[src/shared/usart_pkg.sv]
/*
 usart_pkg: register map, field layouts, reset values and types of the
 serial transceiver core.
 assumes: shared by baud_gen and usart_core; word-aligned APB byte addresses.
*/
package usart_pkg;

	// register byte addresses
	localparam logic [7:0] ADDR_DATA    = 8'h00;
	localparam logic [7:0] ADDR_CTRL_A  = 8'h04;
	localparam logic [7:0] ADDR_CTRL_B  = 8'h08;
	localparam logic [7:0] ADDR_CTRL_C  = 8'h0C;
	localparam logic [7:0] ADDR_BAUD_LO = 8'h10;
	localparam logic [7:0] ADDR_BAUD_HI = 8'h14;
	localparam logic [7:0] ADDR_PIN_DIR = 8'h18;

	// control_status_a bit positions, and B_NINTH in ctrl_b_type
	localparam int A_RX_DONE  = 7;
	localparam int A_TX_DONE  = 6;
	localparam int A_TX_EMPTY = 5;
	localparam int A_FRAME    = 4;
	localparam int A_OVERRUN  = 3;
	localparam int A_PARITY   = 2;
	localparam int A_DOUBLE   = 1;
	localparam int B_NINTH    = 1;

	// baud divisor and receiver phase counts
	localparam int         BAUD_WIDTH        = 12;
	localparam logic [3:0] LAST_PHASE_NORMAL = 4'hF;
	localparam logic [3:0] LAST_PHASE_DOUBLE = 4'h7;
	localparam logic [3:0] CHAR_BITS_BASE    = 4'h5;
	localparam logic [3:0] CHAR_BITS_MAX     = 4'h9;
	localparam int         FIFO_DEPTH        = 2;

	typedef struct packed {
		logic       rxIrqEn;
		logic       txDoneIrqEn;
		logic       txEmptyIrqEn;
		logic       rxEnable;
		logic       txEnable;
		logic       charSizeHigh;
		logic       spare;
		logic       txNinth;
	} ctrl_b_type;

	typedef struct packed {
		logic       spare;
		logic       syncSelect;
		logic [1:0] parityMode;
		logic       twoStop;
		logic [1:0] charSizeLow;
		logic       polarity;
	} ctrl_c_type;

	typedef struct packed {
		logic [8:0] data;
		logic       frameError;
		logic       overrun;
		logic       parityError;
	} rx_entry_type;

	typedef enum {RX_IDLE, RX_START, RX_BITS} rx_state_type;

	localparam ctrl_b_type CTRL_B_RESET = 8'h00;
	localparam ctrl_c_type CTRL_C_RESET = 8'h06;

endpackage : usart_pkg

[src/rtl/baud_gen.sv]
/*
 baud_gen: reloadable 12-bit down-counter that makes the baud tick.
 assumes: divisor is register content; reload is a one-cycle pulse.
*/
module baud_gen
	import usart_pkg::*;
(
	// clock and reset
	input  wire logic                  sys_clk,
	input  wire logic                  resetn,
	// divisor control
	input  wire logic [BAUD_WIDTH-1:0] divisor,
	input  wire logic                  reload,
	// tick out
	output logic                       baudTick
);
	logic [BAUD_WIDTH-1:0] count;

	always_ff @(posedge sys_clk or negedge resetn)
	begin
		if (!resetn)
			count <= '0;
		else if (reload || count == '0)
			count <= divisor;
		else
			count <= count - 1'b1;
	end

	// one tick per divisor+1 cycles
	always_ff @(posedge sys_clk or negedge resetn)
	begin
		if (!resetn)
			baudTick <= 1'b0;
		else
			baudTick <= (count == '0);
	end
endmodule : baud_gen

[src/rtl/xck_sync.sv]
/*
 xck_sync: synchroniser and edge detector for the external transfer clock.
 assumes: external clock below a quarter of sys_clk.
*/
module xck_sync
(
	// clock and reset
	input  wire logic sys_clk,
	input  wire logic resetn,
	// external clock
	input  wire logic xckIn,
	// edge pulses
	output logic      rise,
	output logic      fall
);
	logic [2:0] stage;

	// stage[0] is only read by stage[1]
	always_ff @(posedge sys_clk or negedge resetn)
	begin
		if (!resetn)
			stage <= 3'h0;
		else
			stage <= {stage[1:0], xckIn};
	end

	assign rise = stage[1] && !stage[2];
	assign fall = !stage[1] && stage[2];
endmodule : xck_sync

[src/rtl/usart_core.sv]
/*
 usart_core: baud generator, transmitter with one write buffer, receiver
 with two-entry fifo plus shift-register hold, behind an APB slave.
 assumes: rxd and xckIn synchronous to sys_clk; zero-wait APB master.
*/
// Design decisions made here: register access over APB and the placing of the registers.
// What this block does
// - baud counter reloads at zero and on every divisor low-byte write
// - baud tick each zero, rate is clock over divisor plus one
// - transmit bit every 16, 8 or 2 ticks by mode
// - receiver phase counter of 16 states, or 8 with double speed in asynchronous mode
// - divisor is twelve bits from a high and a low half
// - sync select zero means asynchronous, one synchronous
// - synchronous: pin direction out drives clock, in uses external clock
// - transfer clock pin only driven in synchronous mode
// - double speed halves divider and receiver samples to eight
// - two-entry receive fifo, each data read of a non-empty fifo pops one entry
// - error flags and ninth bit stored per entry, read before pop
// - with fifo full the finished character waits until next start
// - single transmit buffer gives back-to-back frames without gap
// - receiver uses transmitter format, flags frame, overrun, parity
// - five to nine data bits, one or two stops, odd/even parity
// - three interrupt requests: transmit done, buffer empty, receive done
// - receiver majority filter and false start rejection
// - external clock synchronised and edge detected, two cycles late
// - polarity zero: change on rising, sample on falling; one swaps
module usart_core
	import usart_pkg::*;
(
	// clock and reset
	input  wire logic        sys_clk,
	input  wire logic        resetn,
	// apb slave
	input  wire logic        psel,
	input  wire logic        penable,
	input  wire logic        pwrite,
	input  wire logic [7:0]  paddr,
	input  wire logic [31:0] pwdata,
	output logic [31:0]      prdata,
	output logic             pready,
	output logic             pslverr,
	// serial line
	input  wire logic        rxd,
	output logic             txd,
	input  wire logic        xckIn,
	output logic             xckOut,
	output logic             xckOe,
	// interrupt requests
	output logic             rxDoneIrq,
	output logic             txDoneIrq,
	output logic             txEmptyIrq
);
	logic [7:0]   baudLow;
	logic [3:0]   baudHigh;
	logic [11:0]  divisorNow;
	ctrl_b_type   ctrlB;
	ctrl_c_type   ctrlC;
	logic         doubleSpeed;
	logic         pinDir;
	logic         txDone;
	logic         access;
	logic         wr;
	logic         mapped;
	logic [31:0]  readValue;
	logic         baudTick;
	logic         syncMode;
	logic         master;
	logic [3:0]   lastPhase;
	logic [3:0]   midPhase;
	logic         xckLevel;
	logic         extRise;
	logic         extFall;
	logic         xRise;
	logic         xFall;
	logic         changeEdge;
	logic         sampleEdge;
	logic [3:0]   charBits;
	logic         parityOn;
	logic         parityOdd;
	logic [8:0]   txBuf;
	logic         txBufFull;
	logic [12:0]  txShift;
	logic [12:0]  txFrame;
	logic [3:0]   txIdx;
	logic [3:0]   txLast;
	logic [3:0]   txPre;
	logic         txBusy;
	logic         txBitEn;
	logic         txLoad;
	logic         txParity;
	logic [2:0]   rxHist;
	logic         filt;
	logic         bitIn;
	rx_state_type rxState;
	logic [3:0]   rxPhase;
	logic [3:0]   rxCount;
	logic [3:0]   rxLast;
	logic [10:0]  rxBits;
	logic         rxSample;
	logic         startSeen;
	logic         frameEnd;
	rx_entry_type newEntry;
	rx_entry_type heldEntry;
	logic         heldValid;
	logic         pendingOverrun;
	rx_entry_type fifoMem [FIFO_DEPTH];
	logic         wrPtr;
	logic         rdPtr;
	logic [1:0]   fifoCount;
	logic         notEmpty;
	logic         room;
	logic         push;
	logic         pop;
	rx_entry_type head;

	function automatic logic [8:0] dataMask(input logic [3:0] bits);
		logic [8:0] m;
		m = '0;
		for (int i = 0; i < 9; i++)
			m[i] = (i < int'(bits));
		return m;
	endfunction : dataMask

	// apb: zero wait states, read data latched in the setup cycle
	assign access = psel && penable;
	assign wr = access && pwrite;
	assign pready = penable;
	assign mapped = paddr == ADDR_DATA || paddr == ADDR_CTRL_A ||
		paddr == ADDR_CTRL_B || paddr == ADDR_CTRL_C ||
		paddr == ADDR_BAUD_LO || paddr == ADDR_BAUD_HI ||
		paddr == ADDR_PIN_DIR;
	assign pslverr = access && !mapped;
	assign pop = access && !pwrite && paddr == ADDR_DATA && notEmpty;

	always_comb
	begin
		readValue = '0;
		if (paddr == ADDR_DATA)
			readValue[7:0] = head.data[7:0];
		else if (paddr == ADDR_CTRL_A)
		begin
			readValue[A_RX_DONE] = notEmpty;
			readValue[A_TX_DONE] = txDone;
			readValue[A_TX_EMPTY] = !txBufFull;
			readValue[A_FRAME] = notEmpty && head.frameError;
			readValue[A_OVERRUN] = notEmpty && head.overrun;
			readValue[A_PARITY] = notEmpty && head.parityError;
			readValue[A_DOUBLE] = doubleSpeed;
		end
		else if (paddr == ADDR_CTRL_B)
		begin
			readValue[7:0] = ctrlB;
			readValue[B_NINTH] = notEmpty && head.data[8];
		end
		else if (paddr == ADDR_CTRL_C)
			readValue[7:0] = ctrlC;
		else if (paddr == ADDR_BAUD_LO)
			readValue[7:0] = baudLow;
		else if (paddr == ADDR_BAUD_HI)
			readValue[3:0] = baudHigh;
		else if (paddr == ADDR_PIN_DIR)
			readValue[0] = pinDir;
	end

	always_ff @(posedge sys_clk or negedge resetn)
	begin
		if (!resetn)
			prdata <= '0;
		else if (psel && !penable && !pwrite)
			prdata <= readValue;
	end

	always_ff @(posedge sys_clk or negedge resetn)
	begin
		if (!resetn)
		begin
			baudLow <= 8'h00;
			baudHigh <= 4'h0;
			ctrlB <= CTRL_B_RESET;
			ctrlC <= CTRL_C_RESET;
			doubleSpeed <= 1'b0;
			pinDir <= 1'b0;
		end
		else if (wr && paddr == ADDR_BAUD_LO)
			baudLow <= pwdata[7:0];
		else if (wr && paddr == ADDR_BAUD_HI)
			baudHigh <= pwdata[3:0];
		else if (wr && paddr == ADDR_CTRL_A)
			doubleSpeed <= pwdata[A_DOUBLE];
		else if (wr && paddr == ADDR_CTRL_B)
			ctrlB <= ctrl_b_type'(pwdata[7:0]);
		else if (wr && paddr == ADDR_CTRL_C)
			ctrlC <= ctrl_c_type'(pwdata[7:0]);
		else if (wr && paddr == ADDR_PIN_DIR)
			pinDir <= pwdata[0];
	end

	// a low-byte write reloads the value being written, not the stale one
	assign divisorNow = (wr && paddr == ADDR_BAUD_LO) ?
		{baudHigh, pwdata[7:0]} : {baudHigh, baudLow};

	baud_gen u_baud (
		.sys_clk  (sys_clk),
		.resetn   (resetn),
		.divisor  (divisorNow),
		.reload   (wr && paddr == ADDR_BAUD_LO),
		.baudTick (baudTick)
	);

	// clock mode; double speed is ignored when synchronous
	assign syncMode = ctrlC.syncSelect;
	assign master = syncMode && pinDir;
	assign xckOe = master;
	assign xckOut = xckLevel;
	assign lastPhase = (doubleSpeed && !syncMode) ?
		LAST_PHASE_DOUBLE : LAST_PHASE_NORMAL;
	assign midPhase = (lastPhase >> 1) + 4'h1;

	// master clock toggles every tick, so one bit takes two ticks
	always_ff @(posedge sys_clk or negedge resetn)
	begin
		if (!resetn)
			xckLevel <= 1'b0;
		else if (!master)
			xckLevel <= ctrlC.polarity;
		else if (baudTick)
			xckLevel <= !xckLevel;
	end

	xck_sync u_xck (
		.sys_clk (sys_clk),
		.resetn  (resetn),
		.xckIn   (xckIn),
		.rise    (extRise),
		.fall    (extFall)
	);

	assign xRise = syncMode && (pinDir ? baudTick && !xckLevel : extRise);
	assign xFall = syncMode && (pinDir ? baudTick && xckLevel : extFall);
	assign changeEdge = ctrlC.polarity ? xFall : xRise;
	assign sampleEdge = ctrlC.polarity ? xRise : xFall;

	// frame format shared by both directions
	assign charBits = ctrlB.charSizeHigh ? CHAR_BITS_MAX :
		CHAR_BITS_BASE + {2'h0, ctrlC.charSizeLow};
	assign parityOn = ctrlC.parityMode[1];
	assign parityOdd = ctrlC.parityMode[0];

	// transmitter
	assign txParity = ^(txBuf & dataMask(charBits)) ^ parityOdd;
	// index of the last stop bit: start, data, parity, stops
	assign txLast = charBits + {3'h0, parityOn} + {3'h0, ctrlC.twoStop} +
		4'h1;
	assign txBitEn = syncMode ? changeEdge :
		baudTick && txPre == lastPhase;
	assign txLoad = txBitEn && txBufFull && (!txBusy || txIdx == txLast);
	assign txd = txShift[0];

	always_comb
	begin
		txFrame = '1;
		txFrame[0] = 1'b0;
		for (int i = 0; i < 9; i++)
			if (i < int'(charBits))
				txFrame[i + 1] = txBuf[i];
		if (parityOn)
			txFrame[charBits + 4'h1] = txParity;
	end

	always_ff @(posedge sys_clk or negedge resetn)
	begin
		if (!resetn)
			txPre <= 4'h0;
		else if (!ctrlB.txEnable || syncMode)
			txPre <= 4'h0;
		else if (baudTick)
			txPre <= (txPre == lastPhase) ? 4'h0 : txPre + 4'h1;
	end

	always_ff @(posedge sys_clk or negedge resetn)
	begin
		if (!resetn)
		begin
			txShift <= '1;
			txIdx <= 4'h0;
			txBusy <= 1'b0;
		end
		else if (!ctrlB.txEnable)
		begin
			txShift <= '1;
			txBusy <= 1'b0;
		end
		else if (txLoad)
		begin
			txShift <= txFrame;
			txIdx <= 4'h0;
			txBusy <= 1'b1;
		end
		else if (txBitEn && txBusy && txIdx == txLast)
		begin
			txShift <= '1;
			txBusy <= 1'b0;
		end
		else if (txBitEn && txBusy)
		begin
			txShift <= {1'b1, txShift[12:1]};
			txIdx <= txIdx + 4'h1;
		end
	end

	// a write while the buffer is full is dropped
	always_ff @(posedge sys_clk or negedge resetn)
	begin
		if (!resetn)
		begin
			txBuf <= 9'h000;
			txBufFull <= 1'b0;
		end
		else if (wr && paddr == ADDR_DATA && !txBufFull)
		begin
			txBuf <= {ctrlB.txNinth, pwdata[7:0]};
			txBufFull <= 1'b1;
		end
		else if (txLoad)
			txBufFull <= 1'b0;
	end

	// set wins over the software clear
	always_ff @(posedge sys_clk or negedge resetn)
	begin
		if (!resetn)
			txDone <= 1'b0;
		else if (txBitEn && txBusy && txIdx == txLast && !txBufFull)
			txDone <= 1'b1;
		else if (wr && paddr == ADDR_CTRL_A && pwdata[A_TX_DONE])
			txDone <= 1'b0;
	end

	assign txDoneIrq = ctrlB.txDoneIrqEn && txDone;
	assign txEmptyIrq = ctrlB.txEmptyIrqEn && !txBufFull;
	assign rxDoneIrq = ctrlB.rxIrqEn && notEmpty;

	// receiver: three-tap majority filter on baud ticks
	always_ff @(posedge sys_clk or negedge resetn)
	begin
		if (!resetn)
			rxHist <= 3'h7;
		else if (baudTick)
			rxHist <= {rxHist[1:0], rxd};
	end

	assign filt = (rxHist[0] && rxHist[1]) || (rxHist[0] && rxHist[2]) ||
		(rxHist[1] && rxHist[2]);
	assign bitIn = syncMode ? rxd : filt;
	assign rxSample = syncMode ? sampleEdge :
		baudTick && rxPhase == midPhase;
	assign startSeen = ctrlB.rxEnable && rxState == RX_IDLE &&
		(syncMode ? sampleEdge && !rxd : baudTick && !filt);
	assign rxLast = charBits + {3'h0, parityOn};
	assign frameEnd = rxState == RX_BITS && rxSample && rxCount == rxLast;

	always_ff @(posedge sys_clk or negedge resetn)
	begin
		if (!resetn)
			rxPhase <= 4'h0;
		else if (startSeen)
			rxPhase <= 4'h1;
		else if (baudTick && rxState != RX_IDLE)
			rxPhase <= (rxPhase == lastPhase) ? 4'h0 : rxPhase + 4'h1;
	end

	always_ff @(posedge sys_clk or negedge resetn)
	begin
		if (!resetn)
		begin
			rxState <= RX_IDLE;
			rxCount <= 4'h0;
			rxBits <= '0;
		end
		else if (!ctrlB.rxEnable)
			rxState <= RX_IDLE;
		else
			case (rxState)
				RX_IDLE:
					if (startSeen)
					begin
						rxState <= syncMode ? RX_BITS : RX_START;
						rxCount <= 4'h0;
					end
				RX_START:
					if (rxSample)
						rxState <= filt ? RX_IDLE : RX_BITS;
				RX_BITS:
					if (rxSample)
					begin
						rxBits[rxCount] <= bitIn;
						rxCount <= rxCount + 4'h1;
						if (rxCount == rxLast)
							rxState <= RX_IDLE;
					end
				default:
					rxState <= RX_IDLE;
			endcase
	end

	// only the first stop bit is checked
	always_comb
	begin
		newEntry.data = rxBits[8:0] & dataMask(charBits);
		newEntry.frameError = !bitIn;
		newEntry.overrun = pendingOverrun;
		newEntry.parityError = parityOn &&
			(^newEntry.data ^ parityOdd ^ rxBits[charBits]);
	end

	// fifo, with the shift register as a third level
	assign notEmpty = fifoCount != 2'h0;
	assign room = fifoCount != 2'h2 || pop;
	assign push = (heldValid || frameEnd) && room;
	assign head = fifoMem[rdPtr];

	always_ff @(posedge sys_clk or negedge resetn)
	begin
		if (!resetn)
		begin
			heldValid <= 1'b0;
			heldEntry <= '0;
		end
		else if (frameEnd && !room)
		begin
			heldValid <= 1'b1;
			heldEntry <= newEntry;
		end
		else if (heldValid && (room || startSeen))
			heldValid <= 1'b0;
	end

	// overrun rides on the next character stored
	always_ff @(posedge sys_clk or negedge resetn)
	begin
		if (!resetn)
			pendingOverrun <= 1'b0;
		else if (heldValid && !room && startSeen)
			pendingOverrun <= 1'b1;
		else if (frameEnd)
			pendingOverrun <= 1'b0;
	end

	always_ff @(posedge sys_clk or negedge resetn)
	begin
		if (!resetn)
		begin
			wrPtr <= 1'b0;
			rdPtr <= 1'b0;
			fifoCount <= 2'h0;
		end
		else
		begin
			if (push)
				wrPtr <= !wrPtr;
			if (pop)
				rdPtr <= !rdPtr;
			fifoCount <= fifoCount + {1'b0, push} - {1'b0, pop};
		end
	end

	// entries have no reset: a data read of an empty fifo returns a stale or unwritten entry
	always_ff @(posedge sys_clk)
	begin
		if (push)
			fifoMem[wrPtr] <= heldValid ? heldEntry : newEntry;
	end
endmodule : usart_core

[config.mk]
export PLATFORM = sky130hd
export DESIGN_NAME = usart_core
export DESIGN_NICKNAME = d
export VERILOG_FILES = /design/src/shared/usart_pkg.sv /design/src/rtl/baud_gen.sv /design/src/rtl/xck_sync.sv /design/src/rtl/usart_core.sv
export SDC_FILE = /design/constraint.sdc
export NUM_CORES = 1
export LEC_CHECK = 0
export BUFFER_PORTS_ARGS = -buffer_cell sky130_fd_sc_hd__buf_2
export CORE_MARGIN = 2
export CORE_UTILIZATION = 40
export CTS_CLUSTER_DIAMETER = 150
export DETAILED_ROUTE_END_ITERATION = 6
export GPL_ROUTABILITY_DRIVEN = 0
export SYNTH_ARGS = -nofsm -noshare
export SYNTH_HDL_FRONTEND = slang
export SYNTH_SLANG_ARGS = --single-unit
[constraint.sdc]
create_clock -name sys_clk -period 4.7 [get_ports sys_clk]
set_input_delay 0.94 -clock sys_clk [delete_from_list [all_inputs] [get_ports sys_clk]]
set_output_delay 0.94 -clock sys_clk [all_outputs]
set_load 0.1 [all_outputs]
==> metrics.txt <==
status=finished, final reports clean; Synth top cells by count=111 x dfrtp_1, 80 x nand2_1, 72 x nor2_1; worst r2r dst=fifoMem[0][0]; initial antenna violation count=0; number of cells on the worst hold path=0; fmax=265.9 MHz; core area=20360 sq um; Synth area leaders=dfrtp_1 33%, edfxtp_1 8.6%, mux2_2 7.7%; CTS Hold Bufs=0; Unique masters post-synth=79; io pins=87; wire per inst=16.98 um; first drt pass iteration count=5; Max VDD drop=235.9 uV; area of the multi-input gates=4040 sq um; die height=148.5 um; Max-cap violations=0; CTS H-tree depth=4; final worst-path cycle share=80.02%; Die ar.=22060 sq um; cts bufs inserted=17; hpwl dp=13670 um; Clock Path Buffers=2; Top FF cell, synth=dfrtp_1; Final setup viols=0; Via density=5.313; Clock transition at path regs=0.07 ns; DRC=0; reg-to-reg slack, setup=0.94 ns; Psw=943.0 uW; Initial DRC Count=352; number of fill cells=1930; asr flop ratio synth=84.31%; fin nets=899; Max Slew Vio Count=0; HP Class=reg -> reg; minimum clock period=3.761 ns; Final Hold Fails=0; Place WS=0.9761 ns; synth warn=0; clk root buf=clkbuf_16; Slew HR=31.17%; TritonCTS clock tree=yes; WP data arrival=3.88 ns; Critical Path End Type=flop; worst-path fanout max=12; Slew @ Worst Pin=1.032 ns; final core occ=45.50%; antenna-violating nets left=0; final wirelength=19000 um; register area=3971 sq um; Yosys top cell by area=dfrtp_1; top-count cell post-synth=dfrtp_1; Pleak=0.003791 uW; pin count of the biggest net entering global routing=111; Resized Gates After CTS=0; clock power share=41.9%; site row count=52; reg2reg path depth=11; ANT cells=0; FF+latch count, synth=153; number of synthesized flops with an enable pin=24; die width=148.5 um; CP startpoint kind=flop; grt ovf=0; setup repair bufs after CTS=0; CTS Sinks=153; number of global-route vias before repair=5537; port bufs=38; Final Skew=0.01618 ns; WS Path Type=reg -> reg; share of the yosys chip area belonging to registers=47.54%; routed vias=5945; Worst Min Path Start=u_xck.stage[0]; Hold WS=0.3502 ns; worst-skew pair later-pin latency=0.43 ns; Starting Density=41.02%; combinational group share of total power=12.6%; area grow syn2layout=10.92%; P_int=2390 uW; top cell type's share of synthesized area=33.25%; WHS Endpoint=u_xck.stage[1]; Seq pwr share=45.5%; syn avg cell area=10.33 sq um; Post-Syn Instances=809; worst r2r src=ctrlC[1]; final worst setup slack=0.9389 ns; setup repair after global routing missed its margin=false; Critical Path RT=4.82 ns; share of layout cells above drive strength 1=21.32%; setup TNS=0 ns; first-pass GRT wire length=30350 um; Sw Share=28.29%; GRT Overall Usage=17.87%; Pwr per Cell Area=359.7 nW/um^2; synthesized area=8354 sq um
==> cells in the final DEF, fill, tap and decap left out, types with 4 or more instances in the layout <==
| cell type | instances |
|---|---|
| dfrtp_1 | 111 |
| a211oi_1 | 4 |
| ha_1 | 16 |
| o211ai_1 | 4 |
| o21a_1 | 7 |
| nand2b_1 | 12 |
| dfstp_2 | 18 |
| nand2_1 | 80 |
| xor2_1 | 14 |
| nor3_2 | 5 |
| a21oi_1 | 45 |
| buf_2 | 37 |
| mux2_4 | 4 |
| mux2_1 | 4 |
| xnor2_1 | 34 |
| and3_1 | 5 |
| clkbuf_16 | 19 |
| conb_1 | 24 |
| mux2i_1 | 15 |
| inv_1 | 21 |
| edfxtp_1 | 24 |
| nor3_1 | 13 |
| buf_4 | 5 |
| o21ai_0 | 52 |
| inv_6 | 6 |
| nor2_1 | 72 |
| a22oi_1 | 5 |
| o31ai_1 | 7 |
| a31oi_1 | 10 |
| mux2_2 | 57 |
| nor2b_1 | 13 |
| nand3_1 | 15 |
| o22ai_1 | 11 |
==> sequential cells by signal (all words and copies together) (netlist names), 2 cells and up <==
signal and cells:
rxState 2, baudHigh 4, ctrlC 7, u_xck.stage 3, ctrlB 7, heldEntry 12, txBuf 9, txPre 4
fifoMem 24, rxHist 3, u_baud.count 12, rxCount 4, fifoCount 2, prdata 8, rxPhase 4, baudLow 8
txIdx 4, rxBits 11, txShift 13
==> area by class of cell <==
class	count	area share (%)
inverters	21	0.8507
well taps	270	3.646
flip-flops and latches	153	42.86
clock buffers	19	5.131
clock inverters	13	1.391
repair buffers	43	2.525
multi-input cells	600	43.60
==> worst max-delay path: stages (launching register included) <==
cell and delay (ns):
dfstp_2 0.66, ha_1 0.40, inv_1 0.18, nor2_1 0.16, ha_1 0.22, xor2_1 0.23
mux2i_1 0.21, a22oi_1 0.23, a2111oi_4 0.52, o21ai_0 0.26, nor2_1 0.15, buf_4 0.23
==> power by group through the flow <==
stage / Clock [uW] / Combinational, uW / Sequential, uW
floorplan: 0 / 324 / 1550
global placement: 0 / 419 / 1540
detailed placement: 0 / 423 / 1540
CTS: 1420 / 425 / 1520
global route: 1480 / 462 / 1530
finish: 1400 / 420 / 1520
==> cell families after synthesis <==
group	after synthesis	synth area share, %
adder cells (fa/ha/maj)	16	2.396
buffers and inverters	79	5.212
XOR/XNOR	49	5.302
multiplexers	80	10.74
AO/OA/AOI/OAI	179	13.64
AND/OR/NAND/NOR	252	15.13
other	1	0.04489
flip-flops	153	47.54
==> stage by stage <==
| stage | total power, uW | instance area, sq um | std cells |
|---|---|---|---|
| 5_1_grt | 3475 | 9266 | 1119 |
| 2_1_floorplan | 1877 | 8441 | 832 |
| 6_report | 3333 | 9266 | 1119 |
| 4_1_cts | 3364 | 9266 | 1119 |
| 3_5_place_dp | 1964 | 8662 | 1087 |
| 3_3_place_gp | 1958 | 8662 | 1087 |
==> how the worst max path moves through the flow <==
stage	startpoint	end	slack (ns)	cells after the start
floorplan	paddr[3]	pslverr	0.88	4
global placement	ctrlC[1]	fifoMem[1][8]	0.99	11
detailed placement	ctrlC[1]	fifoMem[1][8]	0.98	11
CTS	ctrlC[1]	fifoMem[1][7]	0.95	11
global route	ctrlC[1]	fifoMem[0][8]	0.63	11
finish	ctrlC[1]	fifoMem[0][0]	0.94	11
==> layer usage <==
| layer | wire length [um] | part of all wire [%] | GRT usage (%) | vias up |
|---|---|---|---|---|
| li1 | - | - | - | 2891 |
| met1 | 9012 | 47 | 24.69 | 2913 |
| met2 | 8944 | 47 | 28.45 | 125 |
| met3 | 815 | 4.3 | 4.080 | 16 |
| met4 | 223 | 1.2 | 4.810 | 0 |
| met5 | 0 | 0 | 0 | - |
(Power assumes the default switching activity.)
